<file path="config.mk">
export PLATFORM = sky130hd
export DESIGN_NAME = sadc_host_flat
export DESIGN_NICKNAME = d
export VERILOG_FILES = /design/src/shared/sadc_pkg.sv /design/src/shared/sadc_link_if.sv /design/src/hdl/sadc_fifo.sv /design/src/hdl/sadc_host.sv /design/src/flat_wrapper.sv
export SDC_FILE = /design/constraint.sdc
export NUM_CORES = 1
export LEC_CHECK = 0
export BUFFER_PORTS_ARGS = -buffer_cell sky130_fd_sc_hd__clkbuf_2
export CORE_MARGIN = 4
export CORE_UTILIZATION = 35
export DETAILED_ROUTE_END_ITERATION = 10
export GPL_TIMING_DRIVEN = 0
export PLACE_DENSITY = 0.59
export SYNTH_ARGS = -nofsm -noshare
export SYNTH_HDL_FRONTEND = slang
export SYNTH_SLANG_ARGS = --single-unit
export TNS_END_PERCENT = 5
</file>
<file path="constraint.sdc">
create_clock -name clk -period 2.85 [get_ports clk]
set_input_delay 0.57 -clock clk [delete_from_list [all_inputs] [get_ports clk]]
set_output_delay 0.57 -clock clk [all_outputs]
set_load 0.01 [all_outputs]
</file>
<file path="src/shared/sadc_pkg.sv">
// Purpose: shared constants for the converter link, both ends and the fifo
// Assumes: 100 MHz system clock on both ends
// Notes:   counts derived from times; long counts become top-level parameters
package sadc_pkg;
  // result word
  localparam int             RESULT_W      = 18;
  localparam logic [4:0]     MSB_POS       = 5'(RESULT_W - 1);
  localparam logic [17:0]    PAT_SINGLE    = 18'h281FC;  // one-lane test word
  localparam logic [17:0]    PAT_DUAL      = 18'h330FC;  // two-lane test word
  // readout burst lengths in clock pulses
  localparam logic [3:0]     PULSES_SINGLE = 4'h9;
  localparam logic [3:0]     PULSES_DUAL   = 4'h5;
  localparam int             SHIFT_W       = 20;         // five pulses, two edges, two lanes
  // conversion timing
  localparam int             CLK_PERIOD_NS = 10;
  localparam int             CONV_MAX_NS   = 78;
  localparam int             CONV_CYCLES   = CONV_MAX_NS / CLK_PERIOD_NS;  // longest: round down
  localparam int             DET_LAT       = 3;          // strobe sync plus edge detect
  localparam logic [7:0]     CONV_RUN_LAST = 8'(CONV_CYCLES - DET_LAT - 1);
  localparam int             ACQ_NS        = 50;
  localparam int             RATE_MSPS     = 10;
  localparam int             MIN_CYCLE_NS  = 1000 / RATE_MSPS;
  localparam logic [7:0]     MIN_CYCLE_CYC = 8'((MIN_CYCLE_NS + CLK_PERIOD_NS - 1) / CLK_PERIOD_NS);
  // controller timing
  localparam logic [7:0]     STROBE_HIGH   = 8'h04;
  localparam logic [7:0]     CONV_WAIT     = 8'(CONV_CYCLES + 6);  // margin for device sync
  localparam logic [7:0]     HALF_PERIOD   = 8'h04;      // 80 ns readout clock
  localparam int             WAKE_MS       = 20;
  localparam int             WAKE_CYCLES   = WAKE_MS * 1000000 / CLK_PERIOD_NS;
  // first results after power-up or wake are junk
  localparam logic [1:0]     INVALID_CONV  = 2'h2;
  // result buffer
  localparam int             FIFO_DEPTH    = 16;
endpackage : sadc_pkg

</file>
<file path="src/shared/sadc_link_if.sv">
// Purpose: pins between converter and controller
// Assumes: all pins single-ended here; lvds pairs modelled as one wire
// Notes:   no two-way pins on this link
`timescale 1ns/100ps
interface sadc_link_if;
  logic convert_strobe;    // rising edge samples and converts
  logic sleep_n;           // low puts the converter to sleep
  logic dual_lane_select;  // high selects two data lanes
  logic pattern_force;     // high forces the test word
  logic readout_clk;       // burst clock from the controller
  logic echo_clock_out;    // readout clock echoed by the converter
  logic lane_a_out;        // data lane a
  logic lane_b_out;        // data lane b
  modport dev (input convert_strobe, sleep_n, dual_lane_select, pattern_force, readout_clk,
               output echo_clock_out, lane_a_out, lane_b_out);
  modport ctl (output convert_strobe, sleep_n, dual_lane_select, pattern_force, readout_clk,
               input echo_clock_out, lane_a_out, lane_b_out);
endinterface : sadc_link_if

</file>
<file path="src/hdl/sadc_fifo.sv">
// Purpose: result buffer between readout and the user side
// Assumes: single clock, synchronous reset
// Notes:   one spare pointer bit tells full from empty
`timescale 1ns/100ps
module sadc_fifo #(
  parameter int WIDTH = 18,
  parameter int DEPTH = 16
) (
  // system
  input  wire logic             clk,
  input  wire logic             rst,
  // fill side
  input  wire logic             in_valid,
  output logic                  in_ready,
  input  wire logic [WIDTH-1:0] in_data,
  // drain side
  output logic                  out_valid,
  input  wire logic             out_ready,
  output logic      [WIDTH-1:0] out_data
);
  localparam int AW = $clog2(DEPTH);

  logic [WIDTH-1:0] mem_q [DEPTH];  // storage
  logic [AW:0]      wr_q;           // write pointer with wrap bit
  logic [AW:0]      rd_q;           // read pointer with wrap bit
  logic             full;
  logic             empty;

  // full when pointers differ only in the wrap bit
  assign full      = (wr_q[AW] != rd_q[AW]) && (wr_q[AW-1:0] == rd_q[AW-1:0]);
  assign empty     = (wr_q == rd_q);
  assign in_ready  = !full;
  assign out_valid = !empty;
  assign out_data  = mem_q[rd_q[AW-1:0]];

  // write side
  always_ff @(posedge clk) begin
    if (rst) begin
      wr_q <= '0;
    end else if (in_valid && !full) begin
      mem_q[wr_q[AW-1:0]] <= in_data;
      wr_q                <= wr_q + 1'b1;
    end
  end

  // read side
  always_ff @(posedge clk) begin
    if (rst) begin
      rd_q <= '0;
    end else if (out_ready && !empty) begin
      rd_q <= rd_q + 1'b1;
    end
  end
endmodule : sadc_fifo

</file>
<file path="src/hdl/sadc_host.sv">
// Purpose: controller end: strobe, readout burst, capture, discard, buffer
// Assumes: user inputs are synchronous to clk
// Notes:   the controller makes the readout clock by dividing clk
`timescale 1ns/100ps
module sadc_host #(
  parameter int WAKE_WAIT = sadc_pkg::WAKE_CYCLES
) (
  // system
  input  wire logic                          clk,
  input  wire logic                          rst,
  // link to the converter
  sadc_link_if.ctl                           link,
  // user control
  input  wire logic                          run,
  input  wire logic                          sleep_req,
  input  wire logic                          dual_mode,
  input  wire logic                          test_mode,
  output logic                               ready_to_use,
  output logic                               link_error,
  // result stream
  output logic                               m_valid,
  input  wire logic                          m_ready,
  output logic      [sadc_pkg::RESULT_W-1:0] m_data
);
  import sadc_pkg::*;

  typedef enum {ST_IDLE, ST_STROBE, ST_WAIT, ST_BURST, ST_PUSH, ST_SLEEP, ST_WAKE} sadc_host_st_type;

  sadc_host_st_type   st_q;        // controller state
  logic [7:0]         cnt_q;       // phase counter
  logic [7:0]         space_q;     // cycles since last strobe
  logic [31:0]        wake_q;      // wake settling counter
  logic [3:0]         pulse_q;     // pulses sent in this burst
  logic [1:0]         discard_q;   // results still to drop
  logic [SHIFT_W-1:0] shift_q;     // captured bits
  logic               cnv_q;       // strobe pin
  logic               sclk_q;      // readout clock pin
  logic               sleep_n_q;   // sleep pin
  logic               dual_q;      // lane select pin
  logic               pat_q;       // pattern pin
  logic               err_q;       // echo mismatch seen
  logic [1:0]         a_s, b_s, e_s;  // [0] first stage, [1] second stage
  logic [3:0]         pulses;
  logic               edge_now;    // last cycle of a half period
  logic               push;
  logic               push_ready;
  logic [RESULT_W-1:0] result;

  assign pulses   = dual_q ? PULSES_DUAL : PULSES_SINGLE;
  assign edge_now = (st_q == ST_BURST) && (cnt_q == HALF_PERIOD - 8'h01);
  assign result   = dual_q ? shift_q[SHIFT_W-1:2] : shift_q[RESULT_W-1:0];
  assign push     = (st_q == ST_PUSH) && (discard_q == 2'h0);

  // two stages on each returning pin
  always_ff @(posedge clk) begin
    if (rst) begin
      a_s <= 2'h0;
      b_s <= 2'h0;
      e_s <= 2'h0;
    end else begin
      a_s <= {a_s[0], link.lane_a_out};
      b_s <= {b_s[0], link.lane_b_out};
      e_s <= {e_s[0], link.echo_clock_out};
    end
  end

  // sequencer
  always_ff @(posedge clk) begin
    if (rst) begin
      st_q    <= ST_IDLE;
      cnt_q   <= 8'h00;
      pulse_q <= 4'h0;
      wake_q  <= 32'h0;
    end else begin
      cnt_q <= cnt_q + 8'h01;
      case (st_q)
        ST_IDLE: begin
          cnt_q <= 8'h00;
          if (sleep_req) begin
            st_q <= ST_SLEEP;
          end else if (run && (space_q >= MIN_CYCLE_CYC)) begin
            st_q <= ST_STROBE;
          end
        end
        ST_STROBE: if (cnt_q == STROBE_HIGH - 8'h01) begin
          st_q  <= ST_WAIT;
          cnt_q <= 8'h00;
        end
        ST_WAIT: if (cnt_q == CONV_WAIT - 8'h01) begin
          st_q    <= ST_BURST;
          cnt_q   <= 8'h00;
          pulse_q <= 4'h0;
        end
        ST_BURST: if (edge_now) begin
          cnt_q <= 8'h00;
          if (sclk_q) begin
            pulse_q <= pulse_q + 4'h1;
            if (pulse_q == pulses - 4'h1) begin
              st_q <= ST_PUSH;
            end
          end
        end
        ST_PUSH: if (discard_q != 2'h0 || push_ready) begin
          st_q <= ST_IDLE;
        end
        ST_SLEEP: if (!sleep_req) begin
          st_q   <= ST_WAKE;
          wake_q <= 32'h0;
        end
        ST_WAKE: begin
          wake_q <= wake_q + 32'h1;
          if (wake_q >= 32'(WAKE_WAIT - 1)) begin
            st_q <= ST_IDLE;
          end
        end
        default: st_q <= ST_IDLE;
      endcase
    end
  end

  // strobe spacing counter, restarted by each strobe
  always_ff @(posedge clk) begin
    if (rst || st_q == ST_STROBE) begin
      space_q <= 8'h00;
    end else if (space_q != 8'hFF) begin
      space_q <= space_q + 8'h01;
    end
  end

  // pins driven from flops
  always_ff @(posedge clk) begin
    if (rst) begin
      cnv_q     <= 1'b0;
      sleep_n_q <= 1'b1;
      dual_q    <= 1'b0;
      pat_q     <= 1'b0;
    end else begin
      cnv_q     <= (st_q == ST_IDLE) && run && !sleep_req && (space_q >= MIN_CYCLE_CYC)
                   || (st_q == ST_STROBE && cnt_q != STROBE_HIGH - 8'h01);
      sleep_n_q <= !(sleep_req && (st_q == ST_IDLE || st_q == ST_SLEEP));
      if (st_q == ST_IDLE) begin  // mode pins change only between conversions
        dual_q <= dual_mode;
        pat_q  <= test_mode;
      end
    end
  end

  // readout clock and capture: sample just before every edge
  always_ff @(posedge clk) begin
    if (rst) begin
      sclk_q  <= 1'b0;
      shift_q <= '0;
      err_q   <= 1'b0;
    end else if (edge_now) begin
      sclk_q <= !sclk_q;
      if (dual_q) begin
        shift_q <= {shift_q[SHIFT_W-3:0], a_s[1], b_s[1]};
      end else begin
        shift_q <= {shift_q[SHIFT_W-2:0], a_s[1]};
      end
      if (e_s[1] != sclk_q) begin
        err_q <= 1'b1;
      end
    end
  end

  // drop the junk results after reset and wake
  always_ff @(posedge clk) begin
    if (rst || st_q == ST_WAKE) begin
      discard_q <= INVALID_CONV;
    end else if (st_q == ST_PUSH && discard_q != 2'h0) begin
      discard_q <= discard_q - 2'h1;
    end
  end

  sadc_fifo #(
    .WIDTH (RESULT_W),
    .DEPTH (FIFO_DEPTH)
  ) u_fifo (
    .clk       (clk),
    .rst       (rst),
    .in_valid  (push),
    .in_ready  (push_ready),
    .in_data   (result),
    .out_valid (m_valid),
    .out_ready (m_ready),
    .out_data  (m_data)
  );

  assign link.convert_strobe   = cnv_q;
  assign link.readout_clk      = sclk_q;
  assign link.sleep_n          = sleep_n_q;
  assign link.dual_lane_select = dual_q;
  assign link.pattern_force    = pat_q;
  assign ready_to_use          = (st_q != ST_SLEEP) && (st_q != ST_WAKE) && (discard_q == 2'h0);
  assign link_error            = err_q;
endmodule : sadc_host

</file>
<file path="src/flat_wrapper.sv">
// flat-port wrapper written by rule: the top's interface ports become plain ports
module sadc_host_flat import sadc_pkg::*;
#(
  parameter int WAKE_WAIT = sadc_pkg::WAKE_CYCLES
)
  (clk, rst, run, sleep_req, dual_mode, test_mode, ready_to_use, link_error, m_valid, m_ready, m_data, link_convert_strobe, link_sleep_n, link_dual_lane_select, link_pattern_force, link_readout_clk, link_echo_clock_out, link_lane_a_out, link_lane_b_out);
  sadc_link_if link_i ();
  input  wire logic clk;
  input  wire logic rst;
  input  wire logic run;
  input  wire logic sleep_req;
  input  wire logic dual_mode;
  input  wire logic test_mode;
  output logic ready_to_use;
  output logic link_error;
  output logic m_valid;
  input  wire logic m_ready;
  output logic      [sadc_pkg::RESULT_W-1:0] m_data;
  output wire logic [$bits(link_i.convert_strobe)-1:0] link_convert_strobe;
  output wire logic [$bits(link_i.sleep_n)-1:0] link_sleep_n;
  output wire logic [$bits(link_i.dual_lane_select)-1:0] link_dual_lane_select;
  output wire logic [$bits(link_i.pattern_force)-1:0] link_pattern_force;
  output wire logic [$bits(link_i.readout_clk)-1:0] link_readout_clk;
  input wire logic [$bits(link_i.echo_clock_out)-1:0] link_echo_clock_out;
  input wire logic [$bits(link_i.lane_a_out)-1:0] link_lane_a_out;
  input wire logic [$bits(link_i.lane_b_out)-1:0] link_lane_b_out;
  assign link_convert_strobe = link_i.convert_strobe;
  assign link_sleep_n = link_i.sleep_n;
  assign link_dual_lane_select = link_i.dual_lane_select;
  assign link_pattern_force = link_i.pattern_force;
  assign link_readout_clk = link_i.readout_clk;
  assign link_i.echo_clock_out = link_echo_clock_out;
  assign link_i.lane_a_out = link_lane_a_out;
  assign link_i.lane_b_out = link_lane_b_out;
  sadc_host #(.WAKE_WAIT(WAKE_WAIT)) u_core (.clk(clk), .rst(rst), .link(link_i), .run(run), .sleep_req(sleep_req), .dual_mode(dual_mode), .test_mode(test_mode), .ready_to_use(ready_to_use), .link_error(link_error), .m_valid(m_valid), .m_ready(m_ready), .m_data(m_data));
endmodule
</file>
; After elaboration in Yosys (flattened, before gate mapping)
; Memories as Yosys holds them, arrays and structs flattened. A register that Yosys moved wholly into a read port is not among the register bits.
; Cells that the tools add are included.
[op_classes]
reduce_logical = 34
eq_ne = 31
add_sub_neg = 8
n_mux = 29
magnitude_cmp = 2
[ops]
columns = op, n
row1 = 32-bit two-way mux, 11
row2 = 32-bit one-hot mux with 7 select lines, 1
row3 = "32-bit by 3-bit == test with 1-bit output, second input constant", 4
row4 = "32-bit by 2-bit == test with 1-bit output, second input constant", 3
row5 = "32-bit by 4-bit == test with 1-bit output, second input constant", 3
row6 = 32-bit logical NOT, 2
row7 = "32-bit by 4-bit inequality test with 1-bit output, second input constant", 2
row8 = 32-bit one-hot mux with 2 select lines, 1
row9 = "32-bit by 1-bit adder with 32-bit output, second input constant", 1
row10 = "32-bit by 1-bit == test with 1-bit output, second input constant", 1
row11 = "32-bit by 21-bit >= comparator with 1-bit output, second input constant", 1
row12 = 8-bit one-hot mux with 4 select lines, 1
row13 = 4-bit two-way mux, 6
row14 = 8-bit two-way mux, 3
row15 = 20-bit two-way mux, 1
row16 = 18-bit two-way mux, 1
row17 = "8-bit by 1-bit adder with 8-bit output, second input constant", 2
row18 = 1-bit logical AND, 14
row19 = "2-bit by 1-bit inequality test with 1-bit output, second input constant", 7
row20 = "5-bit by 1-bit adder with 5-bit output, second input constant", 2
row21 = 9-bit AND reduction, 1
row22 = 4-bit == test, 2
row23 = "8-bit by 2-bit == test with 1-bit output, second input constant", 1
row24 = "8-bit by 4-bit == test with 1-bit output, second input constant", 1
row25 = 18 further kinds, 32
[totals]
ramBits = 288
out_inout_bits = 26
elab_cells = 123
mem_count = 1
reg_bits = 128
[memory_table]
columns = name, words, word_bits, read_ports, rd_ports_with_merged_regs, write_ports, line
row1 = u_core.u_fifo.mem_q, 16, 18, 1, 1, 1, sadc_fifo.sv:23  ; logic [WIDTH-1:0] mem_q [DEPTH];

; Longest topological paths before layout
; Gate-level depths: netlist (run 1).
[logic_depth]
depth_word = 7
ltp_mapped = 8
mapped_depth_nobuf = 8

; Modules after synthesis
; From an unflattened synthesis (run 1), not the netlist that was laid out.
[hier_totals]
cells_unflattened = 1041
area_unflattened_um2 = 16494.6
[by_module_without_submodules]
columns = module, cells_each, area_per_inst_um2, n_inst, seq_area_each_um2
row1 = sadc_fifo, 509, 11902.7, 1, 8928.6
row2 = sadc_host, 532, 4591.9, 1, 1781.7

; Worst setup path after synthesis (run 1)
; OpenSTA, ideal clock, no wires.
[synth_timing]
path_kind = reg2reg
from = reg u_core.u_fifo.wr_q[2]
to = mem u_core.u_fifo.mem_q[0][0], enable pin
synth_period_minus_slack_ps = 2953
setup_time_ps = 393
path_buffers = 1
setup_slack_ps = -103
t_arrival_ps = 2561
stages_incl_launch_ff = 7
cell_sequence = dfxtp_1 > clkbuf_1 > xor2_1 > nor4_1 > a21oi_1 > or3b_2 > nor2_1
[synth_between]
elab_chain_cells = 7
[synth_rtl]
columns = element, line
row1 = from (decl), sadc_fifo.sv:24  ; logic [AW:0] wr_q;
row2 = from (signal assigned), sadc_fifo.sv:42  ; wr_q <= wr_q + 1'b1;
row3 = 4-bit == test, sadc_fifo.sv:30  ; assign full = (wr_q[AW] != rd_q[AW]) && (wr_q[AW-1:0] == rd_q[AW-1:0]);
row4 = 1-bit logical AND, sadc_fifo.sv:30
row5 = 1-bit logical NOT, sadc_fifo.sv:40  ; end else if (in_valid && !full) begin
row6 = 1-bit logical AND, sadc_fifo.sv:40
row7 = 1-bit two-way mux, sadc_fifo.sv:40
row8 = 1-bit two-way mux, sadc_fifo.sv:38  ; if (rst) begin
row9 = 1-bit two-way mux (not written as such), sadc_fifo.sv:41  ; mem_q[wr_q[AW-1:0]] <= in_data;
row10 = to (decl), sadc_fifo.sv:23
; Several ways; a longest one is shown, not always the timed one.

==> results of run 1 <==
## where the power goes
group          leakage (nW)  internal [W]  switching (W)
Clock                 0.665       0.00322        0.00217
Sequential             3.50       0.00612      0.0000704
Combinational          1.87      0.000561       0.000612
Total                  6.04       0.00989        0.00285
## Yosys cell counts, types with 2 or more instances
cell / count
buf_2: 10
and4_1: 3
a22oi_1: 2
mux2_2: 27
o21ai_0: 8
nand4_1: 10
o311ai_0: 3
nor2_1: 100
clkbuf_1: 42
a311oi_1: 4
nand3b_1: 5
nor3_1: 12
o22ai_1: 2
or4_1: 4
a211oi_1: 22
nor2b_1: 8
nand3_1: 33
a21o_1: 3
a21oi_1: 24
and3_1: 11
xnor2_1: 9
o21a_1: 2
nand2_1: 36
or3_1: 11
a31oi_1: 5
edfxtp_1: 288
dfxtp_1: 103
inv_1: 11
buf_1: 3
nand2b_1: 13
xor2_1: 19
mux4_2: 90
nor4_1: 6
o21bai_1: 2
ha_1: 13
or2_2: 4
mux2i_1: 23
o211ai_1: 11
## registers in the layout (all words and copies together) (netlist names), named ones only
register,count
u_core.u_fifo.wr_q,5
u_core.wake_q,32
u_core.pulse_q,4
u_core.b_s,2
u_core.link_error,1
u_core.space_q,8
u_core.link.pattern_force,1
u_core.link.convert_strobe,1
u_core.shift_q,20
u_core.cnt_q,8
u_core.st_q,3
u_core.a_s,2
u_core.link.dual_lane_select,1
u_core.discard_q,2
u_core.link.sleep_n,1
u_core.link.readout_clk,1
u_core.e_s,2
u_core.u_fifo.rd_q,5
u_core.u_fifo.mem_q,288
## worst register-to-register path, stage by stage, from the launching register on
cell and delay, ns:
dfxtp_1 0.30, clkbuf_1 0.34, xor2_1 0.21, nor4_2 0.10, a21oi_4 0.29, or3b_4 0.50, nor2_4 0.70
## routing by layer
metal | up-vias | GRT usage
li1 | 4118 | -
met1 | 4593 | 0.202
met2 | 236 | 0.234
met3 | 48 | 0.0338
met4 | 0 | 0.0366
met5 | - | 0
## worst max path at each step
| stage | start | endpoint | slack (ns) | cells past startpoint |
|---|---|---|---|---|
| floorplan | u_core.u_fifo.wr_q[2]$_SDFFE_PP0P_ | u_core.u_fifo.mem_q[0][0]$_DFFE_PP_ | -0.10 | 6 |
| global placement | u_core.st_q[1]$_SDFFE_PP0P_ | u_core.u_fifo.mem_q[1][3]$_DFFE_PP_ | -1.67 | 6 |
| detailed placement | flip-flop | m_data[14] | -0.73 | 5 |
| CTS | flip-flop | m_data[14] | -0.26 | 5 |
| global route | flip-flop | m_data[14] | -0.28 | 5 |
| finish | flip-flop | m_data[14] | -0.22 | 5 |
## kinds of logic after synthesis
family                     count (synthesis)
AOI/OAI and AO/OA                         96
xor gates and xnor gates                  28
adders and majority gates                 13
buffers and inverters                     67
DFF                                      391
muxes                                    140
and+or+nand+nor                          265
## what timing repair did
| item | in CTS | in global routing |
|---|---|---|
| setup buffers | 8 | 0 |
| gates cloned | 5 | 0 |
| pin swaps | 1 | 0 |
| gates resized for setup | 70 | 15 |
| hold buffers | 0 | 0 |
| setup endpoints to repair | 267 | 108 |
## cell type report
type	instances	area share
sequential	391	0.567
clock inverter	21	0.0148
multi-input combinational	542	0.267
timing repair buffer	59	0.0353
inverter	11	0.00218
buffer	52	0.0187
tap	592	0.0392
clock buffer	52	0.0565
## metrics by stage
step | utilization | area [sq um]
after floorplan | - | 15900
after global placement | 0.377 | 16800
after detailed placement | 0.384 | 17100
after CTS | 0.423 | 18900
after global routing | 0.424 | 18900
final | 0.424 | 18900
==> flow_metrics.tcl, run 1 <==
set metrics [dict create \
    grt_overflow_total 0 \
    cap_violations 0 \
    cp_slowest_cell "mux4_2" \
    diodes 0 \
    violations "setup timing" \
    antenna_found_initial 0 \
    crit_chain "buf_6 > buf_12 > mux4_2 > mux4_2 > buf_6" \
    synthCells 1000 \
    h-tree-depth 2 \
    timing.fmax_ghz 0.325 \
    path_max_fanout 7 \
    powerDensity_nw_per_um2 674 \
    period_minus_slack_ns 3.07 \
    seqCellArea_sq_um 10700 \
    cp_top_family "multiplexers" \
    ir_worst_vdd_mv 0.583 \
    dp.cells 1638 \
    synth_area_sq_um 15900 \
    avgSynthCellArea_sq_um 15.9 \
    synth-simple-area-share 0.0832 \
    endpoint_kind "primary output" \
    first_pass_iters 8 \
    hp-class "primary input to flip-flop" \
    outcome "complete, but fails checks" \
    cts_root_buf "clkbuf_16" \
    layout_commonest_cell "edfxtp_1" \
    worstPathArrival_ns 2.50 \
    synth-xor-area-share 0.0154 \
    synth_nets 1023 \
    worstSetupPathType "flip-flop to primary output" \
    syn2layout_area_growth_pct 18.8 \
    fill_cells 3982 \
    finalMaxSlewViolations 0 \
    clk_latency_ns 0.55 \
    dr_wl_met2_um 17000 \
    place_ws_ns -0.731 \
    slew_headroom 0.404 \
    reg2reg_depth 6 \
    synthMuxAreaShare 0.161 \
    final.period_utilization 1.08 \
    drc 0 \
    hold_end "u_core.b_s[0]$_SDFF_PP0_" \
    numCtsBuffers 40 \
    setup_tns_ns -3.08 \
    io_buffers 34 \
    wl_met1_um 16000 \
    rr_startpoint "u_core.u_fifo.wr_q[2]$_SDFFE_PP0P_" \
    synth-adder-area-share 0.0102 \
    topRoutingLayerUsed "met4" \
    timing.critical_path.buf_inv 3 \
    hold_viol_final 0 \
    hold_depth 2 \
    clk_pin_slew_ns 0.06 \
    grt_pass1_wl_um 55600 \
    cp-start-kind "flip-flop" \
    synth_compound_area_frac 0.0406 \
    power_leakage_nw 6.04 \
    multi_input_area_sq_um 5050 \
    dpl.hpwl_um 22700 \
    cts_buffer_depth 3 \
    grt_pass1_vias 9222 \
    dr_wl_met3_um 2280 \
    most-common-layout-cells "288 x edfxtp_1, 99 x dfxtp_1, 90 x mux4_2" \
    clock_sinks 391 \
    drive_gt1_frac 0.255 \
    r2r_end "u_core.u_fifo.mem_q[0][10]$_DFFE_PP_" \
    yosysTopAreaCell "edfxtp_1" \
    die_w_um 221 \
    viasPerCell 5.23 \
    io_pins 36 \
    cts_tree "done" \
    initial_core_util 0.357 \
    core-area_sq_um 44600 \
    rsz0062_at_grt "yes" \
    routabilityCongestion 0.769 \
    final_cells 1720 \
    final_nets 1120 \
    rows 77 \
    routed_wl_um 36100 \
    hp-start "link_lane_b_out" \
    setup_slack_ns -0.222 \
    setup_viol_count_final 18 \
    yosysWarnings 0 \
    slowest_delay_ns 0.53 \
    synthTopCellsByArea "edfxtp_1 54%, dfxtp_1 13%, mux4_2 13%" \
    die_y_um 221 \
    total_power_w 0.0127 \
    whs_ns 0.246 \
    finalClockSkew_ns 0.0235 \
    vias 8995 \
    grt_max_degree 19 \
    yosysSeqAreaShare 0.673 \
    critical_path_required_ns 2.28 \
    wl_per_cell_um 21.0 \
    drtAntennaViolNets 0 \
    die_area_sq_um 49000 \
    gr-usage-all-layers 0.146 \
    first_iter_violations 720 \
    tightestPinTransition_ns 0.892 \
    synth_top_family_by_area "multiplexers" \
    synth_edf_count 288 \
    ys_ff_latch 391 \
    ys_async_sr_fraction 0 \
    synth_cell_types 56 \
    synth_ff_type "edfxtp_1" \
    reg2reg_slack_ns 0.03 \
    synth_top_area_share 0.543 \
]
(Power assumes the default switching activity.)
==> run 2: changes to the inputs <==
--- a/config.mk
+++ b/config.mk
@@ -8,9 +8,11 @@
 export BUFFER_PORTS_ARGS = -buffer_cell sky130_fd_sc_hd__clkbuf_2
 export CORE_MARGIN = 4
 export CORE_UTILIZATION = 35
+export CTS_BUF_LIST = sky130_fd_sc_hd__clkbuf_4 sky130_fd_sc_hd__clkbuf_8 sky130_fd_sc_hd__clkbuf_16
 export DETAILED_ROUTE_END_ITERATION = 10
 export GPL_TIMING_DRIVEN = 0
 export PLACE_DENSITY = 0.59
+export RECOVER_POWER = 100
 export SYNTH_ARGS = -nofsm -noshare
 export SYNTH_HDL_FRONTEND = slang
 export SYNTH_SLANG_ARGS = --single-unit
==> flow_metrics.tcl, run 2 (same netlist as run 1, synthesis figures left out) <==
set metrics [dict create \
    outcome "complete, but fails checks" \
    violations "setup timing" \
    endpoint_kind "primary output" \
    first_iter_violations 711 \
    diodes 0 \
    first_pass_iters 5 \
    cts_tree "done" \
    power_leakage_nw 6.03 \
    cp_top_family "multiplexers" \
    io_pins 36 \
    drive_gt1_frac 0.234 \
    gr-usage-all-layers 0.146 \
    cap_violations 0 \
    die_w_um 221 \
    grt_max_degree 19 \
    rr_startpoint "u_core.u_fifo.wr_q[2]$_SDFFE_PP0P_" \
    clock_sinks 391 \
    hold_viol_final 0 \
    initial_core_util 0.357 \
    most-common-layout-cells "288 x edfxtp_1, 99 x dfxtp_1, 91 x nor2_1" \
    cp_slowest_cell "mux4_2" \
    core-area_sq_um 44600 \
    setup_slack_ns -0.218 \
    io_buffers 34 \
    cp-start-kind "flip-flop" \
    antenna_found_initial 0 \
    grt_pass1_wl_um 55600 \
    die_area_sq_um 49000 \
    cts_buffer_depth 3 \
    slowest_delay_ns 0.53 \
    worstPathArrival_ns 2.50 \
    viasPerCell 5.22 \
    rows 77 \
    clk_pin_slew_ns 0.06 \
    layout_commonest_cell "edfxtp_1" \
    routed_wl_um 36300 \
    grt_pass1_vias 9213 \
    drc 0 \
    die_y_um 221 \
    routabilityCongestion 0.769 \
    slew_headroom 0.383 \
    timing.critical_path.buf_inv 3 \
    ir_worst_vdd_mv 0.581 \
    drtAntennaViolNets 0 \
    final.period_utilization 1.08 \
    wl_per_cell_um 21.1 \
    period_minus_slack_ns 3.07 \
    largest_reg_flops 288 \
    crit_chain "buf_6 > buf_12 > mux4_2 > mux4_2 > buf_6" \
    place_ws_ns -0.731 \
    clk_latency_ns 0.55 \
    finalClockSkew_ns 0.0218 \
    setup_viol_count_final 55 \
    critical_path_required_ns 2.28 \
    tightestPinTransition_ns 0.922 \
    cts_root_buf "clkbuf_16" \
    vias 8983 \
    final_nets 1120 \
    powerDensity_nw_per_um2 684 \
    timing.fmax_ghz 0.326 \
    hp-start "link_lane_b_out" \
    grt_overflow_total 0 \
    dpl.hpwl_um 22700 \
    reg2reg_slack_ns -0.02 \
    numCtsBuffers 40 \
    hp-class "primary input to flip-flop" \
    worstSetupPathType "flip-flop to primary output" \
    path_max_fanout 7 \
    h-tree-depth 2 \
    syn2layout_area_growth_pct 18.0 \
    total_power_w 0.0129 \
    fill_cells 4007 \
    finalMaxSlewViolations 0 \
    rsz0062_at_grt "yes" \
]
==> run 2: where the power goes <==
group          total [W]  internal (W)  switching (W)
Clock            0.00551       0.00332        0.00219
Sequential       0.00619       0.00612      0.0000698
Combinational    0.00117      0.000550       0.000615
Total             0.0129       0.00999        0.00287
==> run 2: timing repair <==
action	CTS	global route
hold buffers	0	0
pin swaps	1	0
buffers inserted	8	0
endpoints found under the hold margin	0	0
gates cloned	5	0
endpoints found under the setup margin	267	108
resized for setup	70	15
==> run 2: path summary, 6_finish.rpt <==
check / endpoint / cells past startpoint
worst max-delay path: m_data[14] / 5
worst min register to register: u_core.e_s[1]$_SDFF_PP0_ / 1
worst max register to register: u_core.u_fifo.mem_q[0][10]$_DFFE_PP_ / 6
worst min-delay path: u_core.b_s[0]$_SDFF_PP0_ / 2
==> run 2: final cells by class <==
cell class | instances | area [sq um] | share of cell area
clock buffer | 52 | 1110 | 0.0590
buffer | 52 | 344 | 0.0183
inverter | 11 | 41.3 | 0.00220
timing repair buffer | 59 | 578 | 0.0308
clock inverter | 21 | 279 | 0.0148
tap | 592 | 741 | 0.0394
multi-input combinational | 542 | 4990 | 0.265
sequential | 391 | 10700 | 0.570
==> run 2: per-stage QoR <==
step | TNS, ns | hold WS, ns | util | std cells | area (sq um)
2_1_floorplan | -7.45 | 0.414 | - | 1000 | 15900
3_3_place_gp | -362.14 | 0.442 | 0.377 | 1626 | 16800
3_5_place_dp | -68.47 | 0.445 | 0.384 | 1638 | 17100
4_1_cts | -3.93 | 0.230 | 0.424 | 1720 | 18900
5_1_grt | -18.07 | 0.236 | 0.421 | 1720 | 18800
6_report | -3.66 | 0.243 | 0.421 | 1720 | 18800
==> run 2: layer usage <==
layer / global-route usage / up-vias / part of all wire
met5: 0 / - / 0
met4: 0.0342 / 0 / 0.020
met3: 0.0337 / 48 / 0.052
met2: 0.235 / 204 / 0.47
met1: 0.203 / 4614 / 0.46
li1: - / 4117 / -
